## config.mk

```make
export PLATFORM = sky130hd
export DESIGN_NAME = dac_control_and_data_regs
export DESIGN_NICKNAME = d
export VERILOG_FILES = /design/src/dac_regs_pkg.sv /design/src/dac_code_former.sv /design/src/dac_control_and_data_regs.sv
export SDC_FILE = /design/constraint.sdc
export NUM_CORES = 1
export LEC_CHECK = 0
export ABC_AREA = 1
export BUFFER_PORTS_ARGS = -buffer_cell sky130_fd_sc_hd__buf_2
export CORE_UTILIZATION = 54
export CTS_CLUSTER_SIZE = 14
export DETAILED_ROUTE_END_ITERATION = 10
export MAX_ROUTING_LAYER = met4
export PLACE_DENSITY = 0.86
export SETUP_SLACK_MARGIN = 0.02
export SLEW_MARGIN = 30
export SYNTH_ARGS = -nofsm -noshare
export SYNTH_HDL_FRONTEND = slang
export SYNTH_HIERARCHICAL = 1
export SYNTH_SLANG_ARGS = --single-unit
```

## constraint.sdc

```tcl
create_clock -name clock -period 2.9 [get_ports clock]
set_input_delay 0.29 -clock clock [delete_from_list [all_inputs] [get_ports clock]]
set_output_delay 0.29 -clock clock [all_outputs]
set_load 0.01 [all_outputs]
```

## src/dac_regs_pkg.sv

```systemverilog
// Package with register map, field positions and carrier types
package dac_regs_pkg;
  localparam logic [7:0] code_low_addr = 8'hfb;
  localparam logic [7:0] code_high_addr = 8'hfc;
  localparam logic [7:0] control_addr = 8'hfd;
  localparam logic [7:0] code_low_reset = 8'h00;
  localparam logic [7:0] code_high_reset = 8'h00;
  localparam logic [7:0] control_reset = 8'h00;
  localparam int pin_select_pos = 4;
  localparam int byte_mode_pos = 3;
  localparam int range_select_pos = 2;
  localparam int clear_n_pos = 1;
  localparam int power_enable_pos = 0;
  localparam logic [7:0] control_used_mask = 8'h1f;
  localparam logic [11:0] code_reset = 12'h000;

  typedef struct packed {
    logic wr;
    logic rd;
    logic [7:0] addr;
    logic [7:0] wdata;
  } sfr_req_type;

  typedef struct packed {
    logic output_pin_select;
    logic output_range_select;
    logic converter_power_enable;
    logic [11:0] code;
  } converter_drive_type;
endpackage : dac_regs_pkg

```

## src/dac_code_former.sv

```systemverilog
// Forms the converter input code from the two data bytes
`timescale 1ns/1ps
module dac_code_former
  import dac_regs_pkg::*;
(
  input wire logic byte_mode_select,
  input wire logic [7:0] code_low_byte,
  input wire logic [7:0] code_high_byte,
  output logic [11:0] code
);
  wire logic [11:0] byte_code;
  wire logic [11:0] word_code;
  assign byte_code = {code_low_byte, 4'h0};
  assign word_code = {code_high_byte[3:0], code_low_byte};
  // high byte ignored in byte mode
  assign code = byte_mode_select ? byte_code : word_code;
endmodule : dac_code_former

```

## src/dac_control_and_data_regs.sv

```systemverilog
// Converter control and data registers on the special-function bus
`timescale 1ns/1ps
module dac_control_and_data_regs
  import dac_regs_pkg::*;
(
  input wire logic clock,
  input wire logic nrst,
  input wire logic clk_en,
  input wire sfr_req_type sfr_req,
  output logic [7:0] sfr_rdata,
  output converter_drive_type converter_drive
);
  logic [7:0] code_low_byte_reg;
  logic [7:0] code_high_byte_reg;
  logic [7:0] converter_control_reg;
  logic [7:0] sfr_rdata_reg;
  converter_drive_type converter_drive_reg;

  wire logic hit_low;
  wire logic hit_high;
  wire logic hit_ctrl;
  wire logic wr_low;
  wire logic wr_high;
  wire logic wr_ctrl;
  wire logic clear_active;
  wire logic [7:0] code_low_byte_next;
  wire logic [7:0] code_high_byte_next;
  wire logic [7:0] converter_control_next;
  wire logic [7:0] sfr_rdata_next;
  wire logic [11:0] formed_code;
  wire logic update_code;
  converter_drive_type converter_drive_next;

  // Address match shared by every register decode
  function automatic logic addr_match(input logic [7:0] addr,
      input logic [7:0] target);
    return addr == target;
  endfunction : addr_match

  assign hit_low = addr_match(sfr_req.addr, code_low_addr);
  assign hit_high = addr_match(sfr_req.addr, code_high_addr);
  assign hit_ctrl = addr_match(sfr_req.addr, control_addr);
  assign wr_low = sfr_req.wr && hit_low;
  assign wr_high = sfr_req.wr && hit_high;
  assign wr_ctrl = sfr_req.wr && hit_ctrl;

  assign converter_control_next = wr_ctrl ?
      (sfr_req.wdata & control_used_mask) : converter_control_reg;

  chk_reserved_zero: assert property (
      @(posedge clock) disable iff (!nrst)
      converter_control_reg[7:5] == 3'h0)
    else $error("reserved control bits set");
  chk_ctrl_write: assert property (
      @(posedge clock) disable iff (!nrst)
      (clk_en && wr_ctrl) |=> converter_control_reg ==
      ($past(sfr_req.wdata) & control_used_mask))
    else $error("control write not stored");
  chk_ctrl_hold: assert property (
      @(posedge clock) disable iff (!nrst)
      (clk_en && !wr_ctrl) |=> $stable(converter_control_reg))
    else $error("control changed without a write");

  // clear bit low holds data at zero
  assign clear_active = !converter_control_reg[clear_n_pos];
  assign code_low_byte_next = clear_active ? 8'h00 :
      (wr_low ? sfr_req.wdata : code_low_byte_reg);
  assign code_high_byte_next = clear_active ? 8'h00 :
      (wr_high ? sfr_req.wdata : code_high_byte_reg);

  chk_clear_zero: assert property (
      @(posedge clock) disable iff (!nrst)
      (clk_en && clear_active) |=>
      (code_low_byte_reg == 8'h00 && code_high_byte_reg == 8'h00 &&
      converter_drive.code == 12'h000))
    else $error("clear did not zero data");
  chk_low_write: assert property (
      @(posedge clock) disable iff (!nrst)
      (clk_en && wr_low && !clear_active) |=>
      code_low_byte_reg == $past(sfr_req.wdata))
    else $error("low byte write not stored");
  chk_high_write: assert property (
      @(posedge clock) disable iff (!nrst)
      (clk_en && wr_high && !clear_active) |=>
      code_high_byte_reg == $past(sfr_req.wdata))
    else $error("high byte write not stored");

  assign sfr_rdata_next = !sfr_req.rd ? sfr_rdata_reg :
      hit_low ? code_low_byte_reg :
      hit_high ? code_high_byte_reg :
      hit_ctrl ? converter_control_reg : 8'h00;

  chk_read_low: assert property (
      @(posedge clock) disable iff (!nrst)
      (clk_en && sfr_req.rd && hit_low) |=>
      sfr_rdata == $past(code_low_byte_reg))
    else $error("low byte read wrong");
  chk_read_high: assert property (
      @(posedge clock) disable iff (!nrst)
      (clk_en && sfr_req.rd && hit_high) |=>
      sfr_rdata == $past(code_high_byte_reg))
    else $error("high byte read wrong");
  chk_read_ctrl: assert property (
      @(posedge clock) disable iff (!nrst)
      (clk_en && sfr_req.rd && hit_ctrl) |=>
      sfr_rdata == $past(converter_control_reg))
    else $error("control read wrong");
  chk_read_unmapped: assert property (
      @(posedge clock) disable iff (!nrst)
      (clk_en && sfr_req.rd && !hit_low && !hit_high && !hit_ctrl) |=>
      sfr_rdata == 8'h00)
    else $error("unmapped read not zero");
  chk_rdata_hold: assert property (
      @(posedge clock) disable iff (!nrst)
      (clk_en && !sfr_req.rd) |=> $stable(sfr_rdata))
    else $error("read data changed without a read");

  dac_code_former code_former (
    .byte_mode_select(converter_control_reg[byte_mode_pos]),
    .code_low_byte(code_low_byte_next),
    .code_high_byte(code_high_byte_next),
    .code(formed_code)
  );

  // low byte write or active clear applies the code
  assign update_code = wr_low || clear_active;

  chk_byte_code: assert property (
      @(posedge clock) disable iff (!nrst)
      (clk_en && wr_low && converter_control_reg[byte_mode_pos] &&
      !clear_active) |=> converter_drive.code ==
      {$past(sfr_req.wdata), 4'h0})
    else $error("byte mode code wrong");
  chk_word_code: assert property (
      @(posedge clock) disable iff (!nrst)
      (clk_en && wr_low && !converter_control_reg[byte_mode_pos] &&
      !clear_active) |=> converter_drive.code ==
      {code_high_byte_reg[3:0], code_low_byte_reg})
    else $error("word mode code wrong");
  chk_code_update: assert property (
      @(posedge clock) disable iff (!nrst)
      (clk_en && wr_low && !clear_active &&
      converter_control_reg[byte_mode_pos]) |=>
      converter_drive.code[3:0] == 4'h0)
    else $error("byte mode low bits not zero");
  chk_write_applies: assert property (
      @(posedge clock) disable iff (!nrst)
      (clk_en && wr_low && !clear_active) |=>
      converter_drive.code == ($past(converter_control_reg[byte_mode_pos]) ?
      {$past(sfr_req.wdata), 4'h0} :
      {$past(code_high_byte_reg[3:0]), $past(sfr_req.wdata)}))
    else $error("low byte write not applied");
  chk_high_no_update: assert property (
      @(posedge clock) disable iff (!nrst)
      (clk_en && !wr_low && !clear_active) |=>
      $stable(converter_drive.code))
    else $error("code changed without low byte write");

  always_comb begin
    converter_drive_next = converter_drive_reg;
    converter_drive_next.output_pin_select =
        converter_control_reg[pin_select_pos];
    converter_drive_next.output_range_select =
        converter_control_reg[range_select_pos];
    converter_drive_next.converter_power_enable =
        converter_control_reg[power_enable_pos];
    if (update_code) begin
      converter_drive_next.code = formed_code;
    end
  end

  chk_pin_follows: assert property (
      @(posedge clock) disable iff (!nrst)
      clk_en |=> converter_drive.output_pin_select ==
      $past(converter_control_reg[pin_select_pos]))
    else $error("pin select not following control");
  chk_range_follows: assert property (
      @(posedge clock) disable iff (!nrst)
      clk_en |=> converter_drive.output_range_select ==
      $past(converter_control_reg[range_select_pos]))
    else $error("range select not following control");
  chk_power_follows: assert property (
      @(posedge clock) disable iff (!nrst)
      clk_en |=> converter_drive.converter_power_enable ==
      $past(converter_control_reg[power_enable_pos]))
    else $error("power enable not following control");

  always_ff @(posedge clock or negedge nrst) begin
    if (!nrst) begin
      code_low_byte_reg <= code_low_reset;
      code_high_byte_reg <= code_high_reset;
      converter_control_reg <= control_reset;
      sfr_rdata_reg <= 8'h00;
      converter_drive_reg <= '0;
    end else if (clk_en) begin
      code_low_byte_reg <= code_low_byte_next;
      code_high_byte_reg <= code_high_byte_next;
      converter_control_reg <= converter_control_next;
      sfr_rdata_reg <= sfr_rdata_next;
      converter_drive_reg <= converter_drive_next;
    end
  end

  chk_enable_freeze: assert property (
      @(posedge clock) disable iff (!nrst)
      !clk_en |=> $stable(converter_drive) && $stable(sfr_rdata))
    else $error("outputs changed while clock enable low");

  assign sfr_rdata = sfr_rdata_reg;
  assign converter_drive = converter_drive_reg;
endmodule : dac_control_and_data_regs

```

==> summary.txt, run 1 <==
Timing
  • Layout Skew: 5.05 ps
  • Final setup viols: 0
  • Slew Viols, Final: 0
  • Final period utilization: 0.595
  • Hold Slack: -30.2 ps
  • Setup TNS: 0 ps
  • FMAX: 580 MHz
  • Crit path time final: 1730 ps
  • Worst Tran Pin Value: 580 ps
  • Final-report hold violation count: 44
  • Headroom to the max-slew limit: 0.611
  • RSZ-0062 raised after global routing: false

Clocking
  • CTS clk-pin slew, worst paths: 80 ps
  • Max Root-Sink Buffers: 2
  • CTS Hold Bufs: 0
  • CTS Buf Count: 5
  • Htree depth: 2
  • Root Driver: clkbuf_8
  • Post-CTS sizing: 0
  • Clock Sinks: 44
  • Post-CTS setup buffer count: 0
  • Clock latency on the worst-skew pair: 300 ps
  • CTS tree: yes

Floorplan
  • CORE AREA: 4140 µm²
  • # IOs: 44
  • Row cnt: 23
  • Die H: 69.0 µm
  • Full die area: 4760 µm²
  • Die Wd: 69.0 µm
  • Starting density of the core: 0.585

Power
  • Static leakage: 1.58 nW
  • PD cells: 443 nW/µm²
  • VDD IR max: 285 µV

Placed design
  • GP Congestion: 0.925
  • IO Port Bufs: 43
  • Final HPWL DP: 4.20 mm

Final layout
  • Max reg flops: 15
  • Share of cells above drive strength 1: 0.164
  • Area growth from synthesis to layout: 11.7%
  • Layout Nets: 393
  • Layout Utilization: 0.653
  • Antenna diodes: 0

Drt
  • DRC Markers: 0
  • Drt pass-1 iters: 5
  • Final wirelength: 6.22 mm
  • Per-cell routed wire length: 14.7 µm
  • DRT antenna net count: 0
  • Drt first-iter violations: 238
  • DR vias/cell: 5.65
  • Vias: 2,388

Global route
  • Vias in the first global route: 2,156
  • GR Overflow Total: 0
  • First-pass GRT wire length: 10.1 mm
  • Pin count of the biggest net entering global routing: 45
  • Global-route usage over all layers: 0.302
  • Initial antenna violation count: 0

Worst setup path
  • Worst-path maximum fanout: 19
  • CP Data Required Time: 3140 ps
  • R2r setup slk: 1170 ps
  • Critical path cell sequence: buf_4, clkinv_1, a21oi_1, nand2_1, nand2_1, nand3_1, nand2_1
  • Crit. path cell count: 7
  • R2R cell count: 7
  • Worst r2r dst: converter_drive[11]
  • CP peak stage delay: 370 ps
  • Crit path max-delay family: buffers and inverters
  • CP startpoint kind: flip-flop
  • Capturing element of the worst setup path: converter_drive[11]
  • Slowest CP cell: clkinv_1
  • WS Path Type: flip-flop to flip-flop
  • CP endpoint kind: flip-flop
  • Crit-path most repeated cell: nand2_1
  • CP Data Arrival Time: 1970 ps
  • CP startpoint: converter_control_reg[1]
  • Reg-to-Reg Start: converter_control_reg[1]
  • WP buf/inv: 2

Synthesis
  • Avg Cell Area, Syn: 7.17 µm²
  • Yosys warns: 6
  • Syn Inst Count: 338
  • Mapped Nets: 359
  • Netlist Area Pre-Place: 2420 µm²

Run status
  • Outcome: complete, but fails checks
  • Failing checks: negative hold slack

Worst hold path
  • Hold WC Path Type: primary input to async pin

Run
  • Max-cap violation count: 0
## worst min path at each step
stage | start | depth (start not counted) | endpoint
6_report | nrst | 1 | sfr_rdata[6]
5_1_grt | nrst | 1 | sfr_rdata[6]
4_1_cts | nrst | 1 | sfr_rdata[6]
3_5_place_dp | converter_drive[8] | 2 | converter_drive[8]
3_3_place_gp | converter_drive[5] | 2 | converter_drive[5]
2_1_floorplan | nrst | 0 | code_high_byte_reg[0]
## per-layer routing
layer	share of wire	track usage	up-vias	wire length, µm
met5	0	-	-	0
met4	0.020	0.0969	0	125
met3	0.083	0.0789	16	514
met2	0.45	0.459	122	2830
met1	0.44	0.392	1080	2750
li1	-	-	1170	-
## worst reg2reg max path, delay by kind of cell, from the launching register on
| kind | cells | cell delay, ps |
|---|---|---|
| AO/OA/AOI/OAI | 1 | 370 |
| buffers and inverters | 2 | 620 |
| flip-flops | 1 | 330 |
| AND/OR/NAND/NOR | 4 | 350 |
## stage by stage
step                instances  setup WS [ps]  instance area [µm²]  hold WS (ps)  total power [mW]
detailed placement        415           1080                 2620           454             0.812
global placement          415           1100                 2620           453             0.806
global route              423           1040                 2710          23.8              1.25
floorplan                 338           1460                 2420         -5.59             0.753
CTS                       423           1240                 2710           179              1.20
finish                    423           1170                 2710         -30.2              1.20
## cell type report
class                   instances  area [µm²]
well taps                      50        62.6
clock buffers                   8        90.1
flip-flops and latches         44        1100
multi-input cells             259        1150
inverters                      15        56.3
repair buffers                 47         248
fillers                       388        1440
## power breakdown
group	total (mW)	switching, mW	internal [mW]
Combinational	0.148	0.103	0.0450
Sequential	0.655	0.0183	0.637
Clock	0.396	0.202	0.194
Total	1.20	0.323	0.876
## cells in the final DEF, fill, tap and decap left out
| cell | instances |
|---|---|
| inv_1 | 12 |
| nand4_1 | 17 |
| buf_2 | 42 |
| nand3_4 | 1 |
| nor2_2 | 2 |
| nand2_2 | 2 |
| nor2_1 | 7 |
| nand2_1 | 157 |
| clkbuf_8 | 6 |
| a21oi_1 | 12 |
| a31oi_1 | 3 |
| buf_4 | 5 |
| nand3_1 | 51 |
| o21ai_0 | 4 |
| nor2_4 | 1 |
| nand3_2 | 1 |
| nor3_2 | 1 |
| clkinv_1 | 3 |
| dfrtp_1 | 44 |
| clkbuf_1 | 2 |
No activity file was read; power rests on OpenSTA's default activity.
==> run 2: changes to the inputs <==
--- a/config.mk
+++ b/config.mk
@@ -5,7 +5,7 @@
 export SDC_FILE = /design/constraint.sdc
 export NUM_CORES = 1
 export LEC_CHECK = 0
-export ABC_AREA = 1
+export ABC_AREA = 0
 export BUFFER_PORTS_ARGS = -buffer_cell sky130_fd_sc_hd__buf_2
 export CORE_UTILIZATION = 54
 export CTS_CLUSTER_SIZE = 14
==> constraint.sdc (replaced) <==
create_clock -name clock -period 1.65 [get_ports clock]
set_input_delay 0.165 -clock clock [delete_from_list [all_inputs] [get_ports clock]]
set_output_delay 0.165 -clock clock [all_outputs]
set_load 0.01 [all_outputs]
==> summary.txt, run 2 <==
Drt
  • Drt first-iter violations: 122 (-49%)
  • DRC Markers: 0 (unchanged)
  • Vias: 2,145 (-10%)
  • DRT antenna net count: 0 (unchanged)
  • Per-cell routed wire length: 18.1 µm (+23%)
  • DR vias/cell: 6.33 (+12%)
  • Final wirelength: 6.14 mm (-1.1%)
  • Drt pass-1 iters: 4 (-1)

Floorplan
  • Die Wd: 68.6 µm (-0.61%)
  • Die H: 68.6 µm (-0.61%)
  • CORE AREA: 4120 µm² (-0.69%)
  • Starting density of the core: 0.582 (-0.00321)
  • # IOs: 44 (unchanged)
  • Full die area: 4700 µm² (-1.2%)
  • Row cnt: 23 (unchanged)

Worst hold path
  • Worst Min Path Start: sfr_req[0]
  • Hold WC Path Type: primary input to flip-flop

Placed design
  • Placed insts: 330 (-20%)
  • Setup Slack @ Placement: -147 ps (-1220 ps)
  • Final HPWL DP: 4.44 mm (+5.6%)
  • Placed cell area: 2870 µm² (+9.9%)
  • GP Congestion: 0.906 (-2.1%)
  • IO Port Bufs: 43 (unchanged)

Timing
  • RSZ-0062 raised after global routing: false
  • Final-report hold violation count: 0 (-100%)
  • Worst Tran Pin Value: 577 ps (-3.08 ps)
  • Crit path time final: 1550 ps (-171 ps)
  • Final worst slack: 95.8 ps (-1080 ps)
  • Slew Viols, Final: 0 (unchanged)
  • Layout Skew: 11.2 ps (+6.12 ps)
  • FMAX: 643 MHz (+11%)
  • Final period utilization: 0.942 (+0.347)
  • Headroom to the max-slew limit: 0.615 (+0.00445)
  • Final setup viols: 0 (unchanged)

Run
  • Max-cap violation count: 0 (unchanged)

Clocking
  • Clock Sinks: 44 (unchanged)
  • Max Root-Sink Buffers: 2 (unchanged)
  • CTS clk-pin slew, worst paths: 90 ps (about the same)
  • Htree depth: 2 (unchanged)
  • Root Driver: clkbuf_8
  • CTS Buf Count: 5 (unchanged)
  • Clock latency on the worst-skew pair: 310 ps (about the same)
  • CTS tree: yes

Synthesis
  • Netlist Area Pre-Place: 2390 µm² (-1.2%)
  • Avg Cell Area, Syn: 10.6 µm² (+48%)
  • Syn Inst Count: 226 (-33%)
  • Yosys warns: 6 (unchanged)
  • Mapped Nets: 247 (-31%)

Final layout
  • Final Cell Area: 3010 µm² (+11%)
  • Most frequent cells in the layout: 44 x dfrtp_1, 43 x buf_2, 33 x nand2_1
  • Layout Nets: 309 (-21%)
  • Fill cells: 300 (-23%)
  • Post-Layout Cell Count: 339 (-20%)
  • Max reg flops: 15 (unchanged)
  • Antenna diodes: 0 (unchanged)
  • Seq. cell area: 1100 µm² (unchanged)
  • Most common cell after layout, fill and taps aside: dfrtp_1
  • Share of cells above drive strength 1: 0.433 (+0.269)
  • Area growth from synthesis to layout: 25.6%
  • Area of the multi-input gates: 1180 µm² (+2.4%)
  • Layout Utilization: 0.730 (+0.0769)

Global route
  • Initial antenna violation count: 0 (unchanged)
  • First-pass GRT wire length: 9.65 mm (-4.4%)
  • Global-route usage over all layers: 0.298 (-0.00368)
  • Vias in the first global route: 1,969 (-8.7%)
  • GR Overflow Total: 0 (unchanged)
  • Pin count of the biggest net entering global routing: 24 (-47%)

Power
  • PD cells: 725 nW/µm² (+64%)
  • Overall Power: 2.18 mW (+82%)
  • Static leakage: 1.43 nW (-9.5%)
  • VDD IR max: 584 µV (+100%)

Worst setup path
  • CP Data Required Time: 1910 ps (-1230 ps)
  • Worst-path maximum fanout: 15 (-4)
  • CP Data Arrival Time: 1810 ps (-160 ps)
  • CP startpoint kind: flip-flop
  • Reg-to-Reg Start: converter_control_reg[1]
  • CP startpoint: converter_control_reg[1]
  • WS Path Type: flip-flop to flip-flop
  • CP endpoint kind: flip-flop

Run status
  • Outcome: complete, no violations
==> run 2: worst paths after layout <==
check | end | depth (start not counted) | slack (ps)
setup / recovery | converter_drive[10] | 5 | 100
min in group asynchronous | sfr_rdata[1] | 2 | 360
hold / removal | converter_control_reg[0] | 2 | 120
setup reg to reg | converter_drive[10] | 5 | 100
max in group asynchronous | code_high_byte_reg[2] | 3 | 780
hold reg to reg | sfr_rdata[6] | 2 | 480
==> run 2: cell type report <==
| class | instances | share of cell area |
|---|---|---|
| clock buffer | 6 | 0.0275 |
| inverter | 14 | 0.0175 |
| clock inverter | 2 | 0.0129 |
| sequential | 44 | 0.366 |
| tap | 50 | 0.0208 |
| multi-input combinational | 147 | 0.392 |
| timing repair buffer | 76 | 0.163 |
==> run 2: layer usage <==
layer | vias up | routed length (µm) | share of wire | global-route usage
met3 | 12 | 421 | 0.069 | 0.0641
met2 | 106 | 2940 | 0.48 | 0.474
li1 | 976 | - | - | -
met4 | 0 | 149 | 0.024 | 0.120
met5 | - | 0 | 0 | -
met1 | 1051 | 2640 | 0.43 | 0.369
==> run 2: critical path, cell delays in order, from the launching register on <==
cell and delay, ps:
dfrtp_1 400, buf_4 220, nand2_1 130, o41ai_1 390, mux2_4 220, mux2_2 130
==> run 2: repair_timing <==
item                      4_1_cts  5_1_grt
hold endpoints to repair       22        0
resized for setup               0        0
buffers inserted                0        0
hold buffers                    1        0
==> run 2: power by group <==
| group | internal (mW) | switching [mW] |
|---|---|---|
| Clock | 0.495 | 0.392 |
| Sequential | 1.08 | 0.00679 |
| Combinational | 0.0830 | 0.120 |
==> run 2: per-stage QoR <==
stage          TNS (ps)  hold WS [ps]
2_1_floorplan         0          -131
3_3_place_gp      -1320           165
3_5_place_dp      -2010           167
4_1_cts               0           107
5_1_grt               0           129
6_report              0           115
